## src/inc/ivl_pkg.sv

```systemverilog
// package: vector slots, priorities, sleep-level encodings and carrier structs
package ivl_pkg;
    // vector table bounds (byte addresses)
    localparam logic [15:0] VEC_TOP = 16'hFFFF;
    localparam logic [15:0] VEC_LOW = 16'hFF80;
    localparam int NUM_SLOTS = 16;
    // slot index order is priority order, index 0 highest
    localparam logic [15:0] VEC_RESET = 16'hFFFE;
    localparam logic [15:0] VEC_SYS_NMI = 16'hFFFC;
    localparam logic [15:0] VEC_USR_NMI = 16'hFFFA;
    localparam logic [15:0] VEC_COMP = 16'hFFF8;
    localparam logic [15:0] VEC_WDT = 16'hFFF6;
    localparam logic [15:0] VEC_SER_A = 16'hFFF4;
    localparam logic [15:0] VEC_SER_B = 16'hFFF2;
    localparam logic [15:0] VEC_T0_C0 = 16'hFFEE;
    localparam logic [15:0] VEC_T0_MULTI = 16'hFFEC;
    localparam logic [15:0] VEC_RADIO = 16'hFFEA;
    localparam logic [15:0] VEC_DMA = 16'hFFE8;
    localparam logic [15:0] VEC_T1_C0 = 16'hFFE6;
    localparam logic [15:0] VEC_T1_MULTI = 16'hFFE4;
    localparam logic [15:0] VEC_PORT1 = 16'hFFE2;
    localparam logic [15:0] VEC_PORT2 = 16'hFFE0;
    localparam logic [15:0] VEC_NONE = 16'h0000;
    // priority numbers per slot
    localparam logic [5:0] PRI_RESET = 6'h3F;
    localparam logic [5:0] PRI_SYS_NMI = 6'h3E;
    localparam logic [5:0] PRI_USR_NMI = 6'h3D;
    localparam logic [5:0] PRI_COMP = 6'h3C;
    localparam logic [5:0] PRI_WDT = 6'h3B;
    localparam logic [5:0] PRI_SER_A = 6'h3A;
    localparam logic [5:0] PRI_SER_B = 6'h39;
    localparam logic [5:0] PRI_T0_C0 = 6'h37;
    localparam logic [5:0] PRI_T0_MULTI = 6'h36;
    localparam logic [5:0] PRI_RADIO = 6'h35;
    localparam logic [5:0] PRI_DMA = 6'h34;
    localparam logic [5:0] PRI_T1_C0 = 6'h33;
    localparam logic [5:0] PRI_T1_MULTI = 6'h32;
    localparam logic [5:0] PRI_PORT1 = 6'h31;
    localparam logic [5:0] PRI_PORT2 = 6'h30;
    // peripheral address region upper bound
    localparam logic [15:0] PERIPH_TOP = 16'h0FFF;
    // cause-word encodings: 2 * (flag index + 1), 0 when none
    localparam logic [4:0] CAUSE_NONE = 5'h00;
    // reset values
    localparam logic [2:0] SLEEP_RST = 3'h0;

    // sleep levels, as selected by software
    typedef enum logic [2:0] {
        full_run_mode = 3'h0,
        sleep_level_0 = 3'h1,
        sleep_level_1 = 3'h2,
        sleep_level_2 = 3'h3,
        sleep_level_3 = 3'h4,
        sleep_level_4 = 3'h5
    } ivl_sleep_t;

    // clock gating enables, one per clock resource
    typedef struct packed {
        logic core_run;
        logic main_clk;
        logic sub_main_clock;
        logic aux_clk;
        logic fast_osc_clock;
        logic fast_osc_bias;
        logic freq_lock_loop;
        logic crystal_osc;
    } ivl_clk_en_t;

    // reset sources sharing the top slot
    typedef struct packed {
        logic power_up;
        logic ext_reset;
        logic watchdog_flag;
        logic password_violation_flag;
        logic flash_key_violation;
    } ivl_rst_src_t;

    // vector answer to the core
    typedef struct packed {
        logic valid;
        logic [15:0] addr;
        logic [5:0] prio;
        logic [3:0] slot;
    } ivl_vec_t;
endpackage : ivl_pkg

```

## src/hw/ivl_ctrl.sv

```systemverilog
// interrupt vector resolution and low-power wake control
`timescale 1ns/100ps
module ivl_ctrl #(
    parameter int NUM_SLOTS = ivl_pkg::NUM_SLOTS
) (
    // clock and reset
    input wire logic ref_clk_i,
    input wire logic rst_i,
    // reset sources and fetch watch
    input wire ivl_pkg::ivl_rst_src_t rst_src_i,
    input wire logic fetch_i,
    input wire logic [15:0] fetch_addr_i,
    // system nmi flags: supervisor/delay, vacant, mailbox in, mailbox out
    input wire logic [3:0] sys_nmi_flag_i,
    input wire logic [3:0] sys_nmi_en_i,
    // user nmi flags: ext_nmi_flag, osc_fault_flag, flash_access_violation_flag
    input wire logic [2:0] usr_nmi_flag_i,
    input wire logic [2:0] usr_nmi_en_i,
    // maskable sources, each group ORed and qualified by its slot enable and the global enable
    input wire logic [3:0] comp_flag_i,
    input wire logic watchdog_flag_i,
    input wire logic [1:0] serial_a_flag_i,
    input wire logic [3:0] serial_b_flag_i,
    input wire logic t0_c0_flag_i,
    input wire logic [4:0] t0_multi_flag_i,
    input wire logic [3:0] radio_iface_flag_i,
    input wire logic [3:0] radio_core_flag_i,
    input wire logic [2:0] dma_flag_i,
    input wire logic t1_c0_flag_i,
    input wire logic [2:0] t1_multi_flag_i,
    input wire logic [7:0] port1_flag_i,
    input wire logic [7:0] port2_flag_i,
    input wire logic [NUM_SLOTS-1:0] slot_en_i,
    input wire logic global_en_i,
    // core handshake
    input wire logic ack_i,
    input wire logic reti_i,
    input wire logic sleep_req_i,
    input wire ivl_pkg::ivl_sleep_t sleep_level_i,
    // vector answer
    output ivl_pkg::ivl_vec_t vec_o,
    output logic periph_fetch_rst_o,
    // cause words
    output logic [4:0] reset_cause_vector_o,
    output logic [4:0] system_nmi_vector_o,
    output logic [4:0] user_nmi_vector_o,
    output logic [4:0] comparator_vector_o,
    output logic [4:0] serial_a_vector_o,
    output logic [4:0] serial_b_vector_o,
    output logic [4:0] timer0_vector_o,
    output logic [4:0] radio_iface_vector_o,
    output logic [4:0] radio_core_vector_o,
    output logic [4:0] dma_vector_o,
    output logic [4:0] timer1_vector_o,
    output logic [4:0] port1_vector_o,
    output logic [4:0] port2_vector_o,
    // power state
    output ivl_pkg::ivl_sleep_t sleep_level_o,
    output ivl_pkg::ivl_clk_en_t clk_en_o
);
    // slot address table; index order is priority order
    function automatic logic [15:0] slot_addr(input logic [3:0] s);
        case (s)
            4'h0: slot_addr = ivl_pkg::VEC_RESET;
            4'h1: slot_addr = ivl_pkg::VEC_SYS_NMI;
            4'h2: slot_addr = ivl_pkg::VEC_USR_NMI;
            4'h3: slot_addr = ivl_pkg::VEC_COMP;
            4'h4: slot_addr = ivl_pkg::VEC_WDT;
            4'h5: slot_addr = ivl_pkg::VEC_SER_A;
            4'h6: slot_addr = ivl_pkg::VEC_SER_B;
            4'h7: slot_addr = ivl_pkg::VEC_T0_C0;
            4'h8: slot_addr = ivl_pkg::VEC_T0_MULTI;
            4'h9: slot_addr = ivl_pkg::VEC_RADIO;
            4'hA: slot_addr = ivl_pkg::VEC_DMA;
            4'hB: slot_addr = ivl_pkg::VEC_T1_C0;
            4'hC: slot_addr = ivl_pkg::VEC_T1_MULTI;
            4'hD: slot_addr = ivl_pkg::VEC_PORT1;
            4'hE: slot_addr = ivl_pkg::VEC_PORT2;
            default: slot_addr = ivl_pkg::VEC_NONE;
        endcase
    endfunction : slot_addr

    // priority number per slot
    function automatic logic [5:0] slot_prio(input logic [3:0] s);
        case (s)
            4'h0: slot_prio = ivl_pkg::PRI_RESET;
            4'h1: slot_prio = ivl_pkg::PRI_SYS_NMI;
            4'h2: slot_prio = ivl_pkg::PRI_USR_NMI;
            4'h3: slot_prio = ivl_pkg::PRI_COMP;
            4'h4: slot_prio = ivl_pkg::PRI_WDT;
            4'h5: slot_prio = ivl_pkg::PRI_SER_A;
            4'h6: slot_prio = ivl_pkg::PRI_SER_B;
            4'h7: slot_prio = ivl_pkg::PRI_T0_C0;
            4'h8: slot_prio = ivl_pkg::PRI_T0_MULTI;
            4'h9: slot_prio = ivl_pkg::PRI_RADIO;
            4'hA: slot_prio = ivl_pkg::PRI_DMA;
            4'hB: slot_prio = ivl_pkg::PRI_T1_C0;
            4'hC: slot_prio = ivl_pkg::PRI_T1_MULTI;
            4'hD: slot_prio = ivl_pkg::PRI_PORT1;
            4'hE: slot_prio = ivl_pkg::PRI_PORT2;
            default: slot_prio = 6'h00;
        endcase
    endfunction : slot_prio

    // cause word: twice the lowest set flag index plus two, zero when idle
    function automatic logic [4:0] cause_word(input logic [7:0] f);
        cause_word = ivl_pkg::CAUSE_NONE;
        for (int i = 7; i >= 0; i--) begin
            if (f[i]) begin
                cause_word = 5'((i + 1) * 2);
            end
        end
    endfunction : cause_word

    // state: wake/service FSM, saved level, latched reset cause
    typedef enum logic [2:0] {
        ST_RUN = 3'b001,
        ST_SLEEP = 3'b010,
        ST_SERVICE = 3'b100
    } ivl_state_t;

    ivl_state_t state_reg, state_next;
    ivl_pkg::ivl_sleep_t level_reg, level_next;
    ivl_pkg::ivl_sleep_t saved_reg, saved_next;
    logic [4:0] rst_flag_reg;
    ivl_pkg::ivl_vec_t vec_reg;
    logic periph_rst_reg;
    logic [NUM_SLOTS-1:0] pend;
    logic any_pend;
    logic [3:0] win_idx;
    logic mask_ok;
    logic bad_fetch;

    assign bad_fetch = fetch_i && (fetch_addr_i <= ivl_pkg::PERIPH_TOP);

    assign mask_ok = global_en_i;

    // pending requests per slot
    assign pend[0] = |rst_flag_reg;
    assign pend[1] = |(sys_nmi_flag_i & sys_nmi_en_i) && slot_en_i[1];
    assign pend[2] = |(usr_nmi_flag_i & usr_nmi_en_i) && slot_en_i[2];
    assign pend[3] = |comp_flag_i && slot_en_i[3] && mask_ok;
    assign pend[4] = watchdog_flag_i && slot_en_i[4] && mask_ok;
    assign pend[5] = |serial_a_flag_i && slot_en_i[5] && mask_ok;
    assign pend[6] = |serial_b_flag_i && slot_en_i[6] && mask_ok;
    assign pend[7] = t0_c0_flag_i && slot_en_i[7] && mask_ok;
    assign pend[8] = |t0_multi_flag_i && slot_en_i[8] && mask_ok;
    assign pend[9] = (|radio_iface_flag_i || |radio_core_flag_i) && slot_en_i[9] && mask_ok;
    assign pend[10] = |dma_flag_i && slot_en_i[10] && mask_ok;
    assign pend[11] = t1_c0_flag_i && slot_en_i[11] && mask_ok;
    assign pend[12] = |t1_multi_flag_i && slot_en_i[12] && mask_ok;
    assign pend[13] = |port1_flag_i && slot_en_i[13] && mask_ok;
    assign pend[14] = |port2_flag_i && slot_en_i[14] && mask_ok;
    assign pend[NUM_SLOTS-1] = 1'b0; // spare slot, never requests

    ivl_prio_enc #(
        .N(NUM_SLOTS)
    ) u_prio (
        .req_i(pend),
        .any_o(any_pend),
        .idx_o(win_idx)
    );

    always_comb begin
        state_next = state_reg;
        level_next = level_reg;
        saved_next = saved_reg;
        case (state_reg)
            ST_RUN: begin
                if (any_pend && ack_i) begin
                    saved_next = ivl_pkg::full_run_mode;
                    state_next = ST_SERVICE;
                end else if (sleep_req_i && sleep_level_i != ivl_pkg::full_run_mode) begin
                    level_next = sleep_level_i;
                    state_next = ST_SLEEP;
                end
            end
            ST_SLEEP: begin
                if (any_pend) begin
                    saved_next = level_reg;
                    level_next = ivl_pkg::full_run_mode;
                    state_next = ST_RUN;
                end
            end
            ST_SERVICE: begin
                if (reti_i) begin
                    level_next = saved_reg;
                    state_next = (saved_reg == ivl_pkg::full_run_mode) ? ST_RUN : ST_SLEEP;
                end
            end
            default: begin
                state_next = ST_RUN;
                level_next = ivl_pkg::full_run_mode;
            end
        endcase
    end

    // FSM note: wake goes through RUN so the core must ack before service;
    // the saved level is only overwritten by a wake, so nested acks keep it
    always_ff @(posedge ref_clk_i) begin
        if (rst_i) begin
            state_reg <= ST_RUN;
            level_reg <= ivl_pkg::ivl_sleep_t'(ivl_pkg::SLEEP_RST);
            saved_reg <= ivl_pkg::ivl_sleep_t'(ivl_pkg::SLEEP_RST);
        end else begin
            state_reg <= (state_reg == ST_RUN && saved_reg != ivl_pkg::full_run_mode
                          && any_pend && ack_i) ? ST_SERVICE : state_next;
            level_reg <= level_next;
            saved_reg <= (state_reg == ST_RUN && saved_reg != ivl_pkg::full_run_mode)
                         ? saved_reg : saved_next;
        end
    end

    // reset causes latched; set wins over the ack that clears them
    always_ff @(posedge ref_clk_i) begin
        if (rst_i) begin
            rst_flag_reg <= 5'h10;
            periph_rst_reg <= 1'b0;
        end else begin
            rst_flag_reg <= (ack_i && win_idx == 4'h0 ? 5'h00 : rst_flag_reg)
                            | rst_src_i | {bad_fetch, 4'h0};
            periph_rst_reg <= bad_fetch;
        end
    end

    always_ff @(posedge ref_clk_i) begin
        if (rst_i) begin
            vec_reg <= '0;
        end else begin
            vec_reg.valid <= any_pend;
            vec_reg.addr <= any_pend ? slot_addr(win_idx) : ivl_pkg::VEC_NONE;
            vec_reg.prio <= any_pend ? slot_prio(win_idx) : 6'h00;
            vec_reg.slot <= win_idx;
        end
    end

    // clock enables follow the current level
    ivl_clk_gate_ctrl u_gate (
        .level_i(level_reg),
        .en_o(clk_en_o)
    );

    // outputs
    assign vec_o = vec_reg;
    assign periph_fetch_rst_o = periph_rst_reg;
    assign sleep_level_o = level_reg;
    assign reset_cause_vector_o = cause_word({3'h0, rst_flag_reg});
    assign system_nmi_vector_o = cause_word({4'h0, sys_nmi_flag_i & sys_nmi_en_i});
    assign user_nmi_vector_o = cause_word({5'h0, usr_nmi_flag_i & usr_nmi_en_i});
    assign comparator_vector_o = cause_word({4'h0, comp_flag_i});
    assign serial_a_vector_o = cause_word({6'h00, serial_a_flag_i});
    assign serial_b_vector_o = cause_word({4'h0, serial_b_flag_i});
    assign timer0_vector_o = cause_word({3'h0, t0_multi_flag_i});
    assign radio_iface_vector_o = cause_word({4'h0, radio_iface_flag_i});
    assign radio_core_vector_o = cause_word({4'h0, radio_core_flag_i});
    assign dma_vector_o = cause_word({5'h00, dma_flag_i});
    assign timer1_vector_o = cause_word({5'h00, t1_multi_flag_i});
    assign port1_vector_o = cause_word(port1_flag_i);
    assign port2_vector_o = cause_word(port2_flag_i);
endmodule : ivl_ctrl

```

## src/hw/ivl_prio_enc.sv

```systemverilog
// fixed-priority encoder picking the lowest-index pending slot
`timescale 1ns/100ps
module ivl_prio_enc #(
    parameter int N = 16
) (
    // request vector, index 0 highest
    input wire logic [N-1:0] req_i,
    // result
    output logic any_o,
    output logic [3:0] idx_o
);
    // downward scan so the last hit is the highest priority
    always_comb begin
        any_o = 1'b0;
        idx_o = 4'h0;
        for (int i = N - 1; i >= 0; i--) begin
            if (req_i[i]) begin
                any_o = 1'b1;
                idx_o = 4'(i);
            end
        end
    end
endmodule : ivl_prio_enc

```

## src/hw/ivl_clk_gate_ctrl.sv

```systemverilog
// clock and oscillator enables for each sleep level
`timescale 1ns/100ps
module ivl_clk_gate_ctrl (
    // selected level
    input wire ivl_pkg::ivl_sleep_t level_i,
    // enables
    output ivl_pkg::ivl_clk_en_t en_o
);
    // each level stops a strict superset of the previous one
    always_comb begin
        en_o = '1;
        case (level_i)
            ivl_pkg::full_run_mode: begin
                en_o = '1;
            end
            ivl_pkg::sleep_level_0: begin
                en_o.core_run = 1'b0;
                en_o.main_clk = 1'b0;
            end
            ivl_pkg::sleep_level_1: begin
                en_o.core_run = 1'b0;
                en_o.main_clk = 1'b0;
                en_o.freq_lock_loop = 1'b0;
            end
            ivl_pkg::sleep_level_2: begin
                en_o.core_run = 1'b0;
                en_o.main_clk = 1'b0;
                en_o.freq_lock_loop = 1'b0;
                en_o.fast_osc_clock = 1'b0;
                en_o.sub_main_clock = 1'b0;
            end
            ivl_pkg::sleep_level_3: begin
                en_o = '0;
                en_o.aux_clk = 1'b1;
                en_o.crystal_osc = 1'b1;
            end
            ivl_pkg::sleep_level_4: begin
                en_o = '0;
            end
            default: begin
                en_o = '1;
            end
        endcase
    end
endmodule : ivl_clk_gate_ctrl

```

## config.mk

```make
export PLATFORM = sky130hd
export DESIGN_NAME = ivl_ctrl
export DESIGN_NICKNAME = d
export VERILOG_FILES = /design/src/inc/ivl_pkg.sv /design/src/hw/ivl_ctrl.sv /design/src/hw/ivl_prio_enc.sv /design/src/hw/ivl_clk_gate_ctrl.sv
export SDC_FILE = /design/constraint.sdc
export NUM_CORES = 1
export LEC_CHECK = 0
export ABC_AREA = 1
export BUFFER_PORTS_ARGS = -buffer_cell sky130_fd_sc_hd__buf_2
export CORE_ASPECT_RATIO = 2
export CORE_MARGIN = 5
export CORE_UTILIZATION = 42
export CTS_CLUSTER_DIAMETER = 40
export DETAILED_ROUTE_END_ITERATION = 10
export HOLD_SLACK_MARGIN = 0.03
export PLACE_DENSITY_LB_ADDON = 0.08
export SYNTH_ARGS = -nofsm -noshare
export SYNTH_HDL_FRONTEND = slang
export SYNTH_SLANG_ARGS = --single-unit
export TNS_END_PERCENT = 10
```

## constraint.sdc

```tcl
create_clock -name ref_clk_i -period 4.71 [get_ports ref_clk_i]
set_input_delay 0.2355 -clock ref_clk_i [delete_from_list [all_inputs] [get_ports ref_clk_i]]
set_output_delay 0.2355 -clock ref_clk_i [all_outputs]
set_load 0.01 [all_outputs]
```

After elaboration in Yosys (flattened, before gate mapping)
Memory sizes are Yosys's and may differ from the RTL's. A register that Yosys moved wholly into a read port is not among the register bits.
Cells that the tools add are included.
{"block": "totals", "inputBits": 109, "out_inout_bits": 104, "wordCells": 205, "memories": 2, "regBits": 36, "romBits": 336}
{"memory": "(no name shown)", "depth": 16, "word_bits": 15, "read_ports": 1, "rd_clocked_by_memory_dff": 1, "write_ports": 0, "line_no": "ivl_ctrl.sv:63", "source": "case (s)"}
{"memory": "(no name shown)", "depth": 16, "word_bits": 6, "read_ports": 1, "rd_clocked_by_memory_dff": 1, "write_ports": 0, "line_no": "ivl_ctrl.sv:85", "source": "case (s)"}
{"block": "classes", "muxes": 108, "order_cmp": 1, "reduce_logical": 62, "bitwise": 6, "n_eq_ne": 17}
{"op": "5-bit two-way mux", "count": 47}
{"op": "4-bit two-way mux", "count": 22}
{"op": "3-bit two-way mux", "count": 15}
{"op": "1-bit logical AND", "count": 33}
{"op": "4-bit OR reduction", "count": 6}
{"op": "1-bit two-way mux", "count": 19}
{"op": "3-bit case mux with 3 select lines", "count": 2}
{"op": "16-bit by 12-bit less-or-equal comparator with 1-bit output (second input constant)", "count": 1}
{"op": "8-bit OR reduction", "count": 2}
{"op": "5-bit OR reduction", "count": 3}
{"op": "3-bit OR reduction", "count": 4}
{"op": "2-bit inequality test (second input constant)", "count": 5}
{"op": "5-bit OR", "count": 2}
{"op": "3-bit by 2-bit == test with 1-bit output (second input constant)", "count": 3}
{"op": "3-bit == test (second input constant)", "count": 3}
{"op": "3-bit inequality test (second input constant)", "count": 3}
{"op": "4-bit AND reduction", "count": 2}
{"op": "2-bit OR reduction", "count": 4}
{"op": "3-bit by 1-bit == test with 1-bit output (second input constant)", "count": 2}
{"op": "3-bit case mux with 2 select lines", "count": 1}
{"op": "3-bit AND reduction", "count": 2}
{"op": "3-bit nonzero test", "count": 2}
{"op": "4-bit bitwise AND", "count": 1}
{"op": "4-bit logical NOT", "count": 1}
{"op": "7 further kinds", "count": 9}

Longest topological paths before layout
Gate-level depths: netlist of the first run.
{"block": "logic_depth", "depth_word": 23, "mapped_depth": 22, "mapped_depth_nobuf": 22}

Hierarchy
Synthesis of the first run repeated with hierarchy kept, for this count alone.
{"block": "hier_totals", "cells_unflattened": 395, "hier_area_um2": 2351.0}
{"mod": "ivl_ctrl", "n_inst": 1, "seq_area_each_um2": 500.5, "cells_each": 330, "area_each_um2": 2063.2}
{"mod": "ivl_prio_enc", "n_inst": 1, "seq_area_each_um2": 0.0, "cells_each": 49, "area_each_um2": 209.0}
{"mod": "ivl_clk_gate_ctrl", "n_inst": 1, "seq_area_each_um2": 0.0, "cells_each": 16, "area_each_um2": 78.8}

Worst setup path after synthesis of the first run
Ideal clock, no wire load.
{"block": "synth_path", "kind": "input port to flip-flop", "start": "input global_en_i", "end": "register vec_o[11] (netlist name)", "required_time_ns": 4.646, "n_path_buf": 1, "setup_ns": 0.064, "path_stages": 18, "arrival_ns": 1.752, "slack_ns": 2.895, "cell_sequence": "buf_6 > inv_4 > nor3_4 > o21ai_1 > nand2_1 > inv_1 > nand2_1 > nand2_1 > nand2_1 > nand2_1 > nand2_1 > inv_1 > ha_1 > o21ai_0 > inv_1 > nand2_1 > nand2_1 > nor2_1"}
{"block": "synth_via", "word_cells_on_any_way": 44, "classes_between": "30 x mux; 1 x bitwise; 13 x reduce/logical"}
{"element": "start, declared", "line_no": "ivl_ctrl.sv:34", "source": "input wire logic global_en_i,"}
{"element": "1-bit logical AND", "line_no": "ivl_ctrl.sv:152", "source": "assign pend[13] = |port1_flag_i && slot_en_i[13] && mask_ok;"}
{"element": "4-bit two-way mux (10 in a row)", "line_no": "ivl_prio_enc.sv:17", "source": "if (req_i[i]) begin"}
{"element": "4-bit two-way mux (*) (4 in a row)", "line_no": "ivl_prio_enc.sv:17"}
{"element": "via u_prio.idx_o[0]", "line_no": "ivl_prio_enc.sv:10", "source": "output logic [3:0] idx_o"}
The timed path passes the listed nets; every way through them passes the cells marked *.
A chain may end at the register's enable or synchronous reset.

Worst setup path after layout of the first run
{"block": "layout_path", "start": "input port1_flag_i[4]", "end": "register vec_o[11] (netlist name)"}
{"block": "layout_via", "word_cells_on_any_way": 33, "classes_between": "28 x mux; 1 x bitwise; 4 x reduce/logical"}
{"element": "start, declared", "line_no": "ivl_ctrl.sv:31", "source": "input wire logic [7:0] port1_flag_i,"}
{"element": "8-bit OR reduction", "line_no": "ivl_ctrl.sv:152"}
{"element": "1-bit logical AND (2 in a row)", "line_no": "ivl_ctrl.sv:152"}
{"element": "4-bit two-way mux (14 in a row)", "line_no": "ivl_prio_enc.sv:17"}
{"element": "via u_prio.idx_o[0]", "line_no": "ivl_prio_enc.sv:10"}
The timed path passes the listed nets, and every way through them passes these cells.

==> impl_summary.log, run 1 <==
INFO  metric number_of_enable_type_register_cells_in_the_synthesized_netlist = 0
INFO  metric grt.total_usage = 18.0%
INFO  metric outcome = finished, final reports clean
INFO  metric max_cap_viol_count = 0
INFO  metric global_route_wire_length_before_repair = 11.5 mm
INFO  metric synth-async-reset-ratio = 0%
INFO  metric placement_rows = 40
INFO  metric placeableCoreArea = 0.00596 sq mm
INFO  metric finalMaxSlewViolations = 0
INFO  metric postCtsHoldBufs = 0
INFO  metric globalRouteMet1Util = 16.1%
INFO  metric grt.met3_usage = 3.93%
INFO  metric power_per_cell_area = 259 mW/mm^2
INFO  metric setup_repair_after_global_routing_missed_its_margin = no
INFO  metric preCtsSetupSlack = 2.44 ns
INFO  metric synth_seq_area_share = 19.8%
INFO  metric synth_top_flop_cell = sky130_fd_sc_hd__dfxtp_1
INFO  metric postRouteWirelength = 7.06 mm
INFO  metric routed_wire_length_per_instance = 11.6 um
INFO  metric antenna_found_initial = 0
INFO  metric io_buffers = 169
INFO  metric setup_violations = 0
INFO  metric dp_hpwl = 6.45 mm
INFO  metric ant_nets = 0
INFO  metric fin_worst_hold_slack = 0.175 ns
INFO  metric clock_tree.buffer_depth = 2
INFO  metric timing.clock.skew = 0.00791 ns
INFO  metric final_nets = 665
INFO  metric final-hold-violation-count = 0
INFO  metric yosys.cell_types.count = 37
INFO  metric iteration_0_drc_count_of_the_detailed_router = 90
INFO  metric drive_gt1_share = 39.6%
INFO  metric dr_total_vias = 2,785
INFO  metric die_width = 64.9 um
INFO  metric gr_ovfl_total = 0
INFO  metric yosys_warnings = 0
INFO  metric avgViaCountPerCell = 4.56
INFO  metric grt_busiest_layer = met2
INFO  metric finalCritPeriodShare = 41.9%
INFO  metric path_max_fanout = 5
INFO  metric ys_ff_latch = 25
INFO  metric grt_start_max_net_pins = 15
INFO  metric max_freq = 506 MHz
INFO  metric design_power_total = 0.000841 W
INFO  metric p_leak = 1.94 nW
INFO  metric post_cts_sizing = 0
INFO  metric areaGrowthSynthToFinish = 28.3%
INFO  metric final.setup.worst_slack = 2.74 ns
INFO  metric fin_util = 54.6%
INFO  metric min_period = 1.97 ns
INFO  metric floorplan.initialDensity = 42.5%
INFO  metric tritoncts = done
INFO  metric netlist_area = 0.00253 sq mm
INFO  metric number_of_flip_flops_in_the_largest_register = 10
INFO  metric critical_path_arrival = 2.15 ns
INFO  metric filler_cell_count_in_the_final_layout = 661
INFO  metric first_global_vias = 2,781
INFO  metric globalRouteMet2Util = 38.0%
INFO  metric antenna_cells = 0
INFO  metric drc = 0
INFO  metric die_h = 120 um
INFO  metric worst_skew_pair.late_latency = 0.26 ns
INFO  metric timing_worst_setup_path_type = in2reg
INFO  metric worst-endpoint-required = 4.89 ns
INFO  metric syn_avg_cell_area = 6.35 sq um
INFO  metric drt-pass1-iter-count = 4
INFO  metric h-tree-depth = 1
INFO  metric cts_inserted_buffers = 3
INFO  metric post_synth_inst_count = 399
INFO  metric ir_worst_vdd = 0.000119 V
INFO  metric die_area = 0.00778 sq mm
INFO  metric critPathLaunchType = input port
INFO  metric clkTransAtPathRegs = 0.06 ns
INFO  metric hp-class = in2reg
INFO  metric cts_root_buf = sky130_fd_sc_hd__clkbuf_16
INFO  metric cts_setup_buffers = 0
INFO  metric place.gp.congestion = 0.796
INFO  metric setup.worst_path.end_class = flip-flop
INFO  metric num_io_pins = 213
INFO  metric clock-sinks = 25
INFO  metric accumulated_negative_setup_slack = 0 ns
-- cell families after synthesis --
logic type,Yosys count,synth area share (%)
buffers and inverters,124,26.2
other,1,0.148
adders and majority gates,7,3.46
DFF,25,19.8
AOI/OAI and AO/OA,67,15.5
and+or+nand+nor,175,35.0
-- layout by cell type (no fill, tap or decap), drive strengths merged --
master / count
a21boi: 1
nor4: 5
nor3: 7
a31oi: 1
inv: 72
nor3b: 1
o21ai: 34
o21a: 1
dfxtp: 25
nand3: 25
nor2: 57
a21oi: 27
buf: 169
o21bai: 1
conb: 29
nand2: 78
ha: 7
o211ai: 1
clkbuf: 4
o31ai: 1
nand4: 2
-- path summary, 6_finish.rpt --
kind / startpoint / end / slack, ns / cells past startpoint
max reg2reg: rst_flag_reg[2] / vec_o[11] / 2.90 / 11
max: port1_flag_i[4] / vec_o[11] / 2.74 / 23
min reg2reg: saved_reg[0] / saved_reg[0] / 0.50 / 2
min: rst_src_i[4] / rst_flag_reg[4] / 0.17 / 3
-- area by class of cell --
type	instances	area, sq um	share of cell area, %
timing repair buffer	169	846	26.0
sequential	25	500	15.4
clock buffer	4	78.8	2.42
multi-input combinational	278	1480	45.4
tap	63	78.8	2.42
inverter	72	273	8.39
-- routing by layer --
metal | vias to the layer above | share of wire [%]
li1 | 1468 | -
met1 | 1190 | 32
met2 | 123 | 58
met3 | 4 | 9.1
met4 | 0 | 0.84
met5 | - | 0
-- Yosys cell counts (2+ instances only) --
master | instances | share of area, %
sky130_fd_sc_hd__dfxtp_1 | 25 | 20
sky130_fd_sc_hd__nor3_1 | 3 | 0.59
sky130_fd_sc_hd__inv_2 | 8 | 1.2
sky130_fd_sc_hd__nor2_2 | 7 | 1.7
sky130_fd_sc_hd__o21ai_1 | 15 | 3.0
sky130_fd_sc_hd__a21oi_4 | 2 | 1.3
sky130_fd_sc_hd__nand2_1 | 66 | 9.8
sky130_fd_sc_hd__nor2_1 | 46 | 6.8
sky130_fd_sc_hd__nand3_2 | 2 | 0.79
sky130_fd_sc_hd__inv_1 | 63 | 9.3
sky130_fd_sc_hd__nand2_4 | 3 | 1.3
sky130_fd_sc_hd__buf_4 | 50 | 15
sky130_fd_sc_hd__nor3_4 | 3 | 1.9
sky130_fd_sc_hd__nand2_2 | 9 | 2.2
sky130_fd_sc_hd__ha_1 | 7 | 3.5
sky130_fd_sc_hd__o21ai_0 | 18 | 3.6
sky130_fd_sc_hd__nand3_1 | 22 | 4.3
sky130_fd_sc_hd__nor4_1 | 5 | 1.2
sky130_fd_sc_hd__a21oi_1 | 24 | 4.7
sky130_fd_sc_hd__nor2_4 | 4 | 1.8
-- critical path, cell delays in order --
cell	delay, ns
sky130_fd_sc_hd__buf_2	0.09
sky130_fd_sc_hd__inv_1	0.08
sky130_fd_sc_hd__nand2_1	0.09
sky130_fd_sc_hd__nor2_2	0.10
sky130_fd_sc_hd__nand2_1	0.08
sky130_fd_sc_hd__nand3_1	0.09
sky130_fd_sc_hd__nand2_1	0.05
sky130_fd_sc_hd__nand2_1	0.05
sky130_fd_sc_hd__nand2_1	0.04
sky130_fd_sc_hd__nand2_1	0.06
sky130_fd_sc_hd__nand2_1	0.05
sky130_fd_sc_hd__nand2_1	0.05
sky130_fd_sc_hd__nand2_1	0.04
sky130_fd_sc_hd__nand2_1	0.07
sky130_fd_sc_hd__nand2_1	0.06
sky130_fd_sc_hd__nand2_1	0.17
sky130_fd_sc_hd__inv_1	0.12
sky130_fd_sc_hd__ha_1	0.20
sky130_fd_sc_hd__o21ai_0	0.15
sky130_fd_sc_hd__inv_1	0.06
sky130_fd_sc_hd__nand2_1	0.06
sky130_fd_sc_hd__nand2_1	0.04
sky130_fd_sc_hd__nor2_1	0.12
-- metrics by stage --
stage | instances | cell area, sq um
after floorplan | 427 | 2640
after global placement | 607 | 3170
after detailed placement | 607 | 3170
after CTS | 611 | 3250
after global routing | 611 | 3250
final | 611 | 3250
-- power breakdown --
group	switching, W	internal [W]
registers	0.0000194	0.000243
clock network	0.0000667	0.000115
logic	0.000241	0.000154
No activity file was read; power rests on OpenSTA's default activity.
==> inputs of run 2 (changes only) <==
CORE_UTILIZATION = 39   (was 42)
clock period = 2.05 ns   (was 4.71 ns; I/O delays follow)
==> run 2 against run 1 <==
  * Cell count is 4.7% higher
  * Worst setup slack worse by 2.5 ns
  * First-iteration DRC count is 23% lower
  * Routed wire length is 2.3% lower
  * Clock power is 130% higher
  * Critical path depth is 11 lower
  * Register-to-register slack worse by 2.6 ns
  * Flip-flop and latch count stayed put
  * Largest cell class unchanged
  * Sequential power is 130% higher
  * Core utilization is 1.9 points lower
==> impl_summary.log, run 2 (synthesis gave the netlist of run 1 again) <==
INFO  metric outcome = finished, final reports clean
INFO  metric final-hold-violation-count = 0 (unchanged)
INFO  metric io_buffers = 169 (unchanged)
INFO  metric first_global_vias = 2,674 (-3.8%)
INFO  metric highest_count_cells_in_the_layout_ignoring_fill_and_taps = 169 x sky130_fd_sc_hd__buf_2, 66 x sky130_fd_sc_hd__nand2_1, 63 x sky130_fd_sc_hd__inv_1, 46 x sky130_fd_sc_hd__nor2_1, 29 x sky130_fd_sc_hd__conb_1
INFO  metric critical_path_arrival = 1.93 ns (-0.22 ns)
INFO  metric setup.worst_path.end_class = flip-flop
INFO  metric accumulated_negative_setup_slack = 0 ns (unchanged)
INFO  metric routed_wire_length_per_instance = 10.8 um (-6.8%)
INFO  metric filler_cell_count_in_the_final_layout = 725 (+9.7%)
INFO  metric path_max_fanout = 6 (+1)
INFO  metric iteration_0_drc_count_of_the_detailed_router = 69 (-23%)
INFO  metric placeableCoreArea = 0.00631 sq mm (+5.9%)
INFO  metric place.gp.congestion = 0.800 (+0.48%)
INFO  metric crit_slowest_cell = sky130_fd_sc_hd__dfxtp_1
INFO  metric drt-pass1-iter-count = 4 (unchanged)
INFO  metric dr_total_vias = 2,826 (+1.5%)
INFO  metric h-tree-depth = 1 (unchanged)
INFO  metric grt.total_usage = 16.2% (-1.8 points)
INFO  metric drive_gt1_share = 40.1% (+0.47 points)
INFO  metric ant_nets = 0 (unchanged)
INFO  metric num_io_pins = 213 (unchanged)
INFO  metric postLayoutCellArea = 0.00333 sq mm (+2.3%)
INFO  metric global_route_wire_length_before_repair = 10.6 mm (-7.6%)
INFO  metric areaGrowthSynthToFinish = 31.4%
INFO  metric grt_start_max_net_pins = 15 (unchanged)
INFO  metric timing_worst_setup_path_type = reg2reg
INFO  metric critPathLaunchType = flip-flop
INFO  metric cts_root_buf = sky130_fd_sc_hd__clkbuf_16
INFO  metric p_leak = 1.96 nW (+1.4%)
INFO  metric clock-sinks = 25 (unchanged)
INFO  metric cts_setup_buffers = 0 (unchanged)
INFO  metric avgViaCountPerCell = 4.42 (-3.1%)
INFO  metric hp-class = in2reg
INFO  metric finalMaxSlewViolations = 0 (unchanged)
INFO  metric min_period = 1.79 ns
INFO  metric number_of_flip_flops_in_the_largest_register = 10 (unchanged)
INFO  metric timing.critical_path.mode_cell = sky130_fd_sc_hd__nor2_4
INFO  metric leading_cell_type_in_the_layout_fill_and_taps_excluded = sky130_fd_sc_hd__buf_2
INFO  metric antenna_found_initial = 0 (unchanged)
INFO  metric cell_family_contributing_the_most_delay_on_the_critical_path = simple AND/OR/NAND/NOR gates
INFO  metric clock_tree.buffer_depth = 2 (unchanged)
INFO  metric gr_ovfl_total = 0 (unchanged)
INFO  metric cts_inserted_buffers = 3 (unchanged)
INFO  metric timing.clock.skew = 0.00275 ns (-0.00516 ns)
INFO  metric tritoncts = done
INFO  metric postRouteWirelength = 6.90 mm (-2.3%)
INFO  metric setup_violations = 0 (unchanged)
INFO  metric floorplan.initialDensity = 40.2% (-2.4 points)
INFO  metric cell_chain_of_the_critical_path = inv_2 -> nand3_4 -> nor3_4 -> nand2_2 -> nor2_4 -> nand2_4 -> o21ai_4 -> nor2_4 -> nor2_4 -> inv_2 -> o21ai_1 -> a21oi_1
INFO  metric setup_repair_after_global_routing_missed_its_margin = no
INFO  metric antenna_cells = 0 (unchanged)
INFO  metric worst_skew_pair.late_latency = 0.26 ns (about the same)
INFO  metric die_width = 67.0 um (+3.2%)
INFO  metric die_area = 0.00831 sq mm (+6.8%)
INFO  metric timing.critical_path.buf_inv = 2 (-2)
INFO  metric worst-endpoint-required = 2.20 ns (-2.69 ns)
INFO  metric placement_rows = 41 (+2.5%)
INFO  metric dp_hpwl = 6.39 mm (-1.0%)
INFO  metric die_h = 124 um (+3.5%)
INFO  metric max_cap_viol_count = 0 (unchanged)
INFO  metric finalCritPeriodShare = 87.3%
INFO  metric power_per_cell_area = 580 mW/mm^2 (+120%)
INFO  metric final_nets = 671 (+0.90%)
INFO  metric placement.cell_area = 0.00324 sq mm (+2.1%)
INFO  metric drc = 0 (unchanged)
INFO  metric clkTransAtPathRegs = 0.06 ns (about the same)
INFO  metric cpPeakStageDelay = 0.33 ns (+0.13 ns)
INFO  metric max_freq = 559 MHz
INFO  metric ir_worst_vdd = 0.000290 V (+140%)
run 2: cell count changes in the layout (fill, tap and decap cells not counted), sizes merged:
cell,previous run,this run
buf,169,174
dlygate4sd3,0,1
run 2: repair_timing:
item | 4_1_cts | 5_1_grt
hold buffers | 1 | 0
setup endpoints to repair | 0 | 0
hold endpoints to repair | 1 | 0
gates resized for setup | 0 | 0
run 2: final timing paths:
path | startpoint | end | slack, ns | cells past startpoint
min reg2reg | saved_reg[2] | saved_reg[2] | 0.50 | 2
max reg2reg | rst_flag_reg[1] | sleep_level_o[1] | 0.26 | 12
min | rst_src_i[2] | rst_flag_reg[2] | 0.05 | 3
max | rst_flag_reg[1] | sleep_level_o[1] | 0.26 | 12
run 2: layer usage:
| metal | GRT usage, % | up-vias | wire length, um |
|---|---|---|---|
| li1 | - | 1479 | - |
| met1 | 14.8 | 1215 | 2210 |
| met2 | 32.8 | 121 | 3910 |
| met3 | 3.25 | 11 | 633 |
| met4 | 6.61 | 0 | 143 |
| met5 | 0 | - | 0 |
run 2: power by group:
| part | total [W] | switching (W) | leakage [nW] | internal, W |
|---|---|---|---|---|
| Sequential | 0.000603 | 0.0000434 | 0.207 | 0.000559 |
| Clock | 0.000421 | 0.000156 | 0.0382 | 0.000265 |
| Combinational | 0.000907 | 0.000546 | 1.72 | 0.000361 |
| Total | 0.00193 | 0.000746 | 1.96 | 0.00119 |
run 2: worst register-to-register path, delay by kind of cell, from the launching register on:
family | cells | cell delay [ns]
buffers and inverters | 2 | 0.15
AOI/OAI and AO/OA | 3 | 0.45
DFF | 1 | 0.33
and+or+nand+nor | 7 | 0.77
run 2: cell type report:
class / count / area, sq um / area share (%)
clock buffers: 4 / 78.8 / 2.37
multi-input cells: 278 / 1480 / 44.3
flip-flops and latches: 25 / 500 / 15.0
repair buffers: 175 / 893 / 26.8
inverters: 72 / 273 / 8.20
well taps: 86 / 108 / 3.23
run 2: metrics by stage:
step / hold slack (ns) / worst slack (ns) / util, % / instances / total power, W
detailed placement: 0.301 / 0.0187 / 51.3 / 635 / 0.00153
CTS: 0.0455 / 0.248 / 52.7 / 640 / 0.00196
finish: 0.0461 / 0.261 / 52.7 / 640 / 0.00193
floorplan: 0.175 / 0.368 / - / 427 / 0.00129
global placement: 0.296 / 0.0713 / 51.3 / 635 / 0.00152
global route: 0.0732 / 0.0275 / 52.7 / 640 / 0.00210
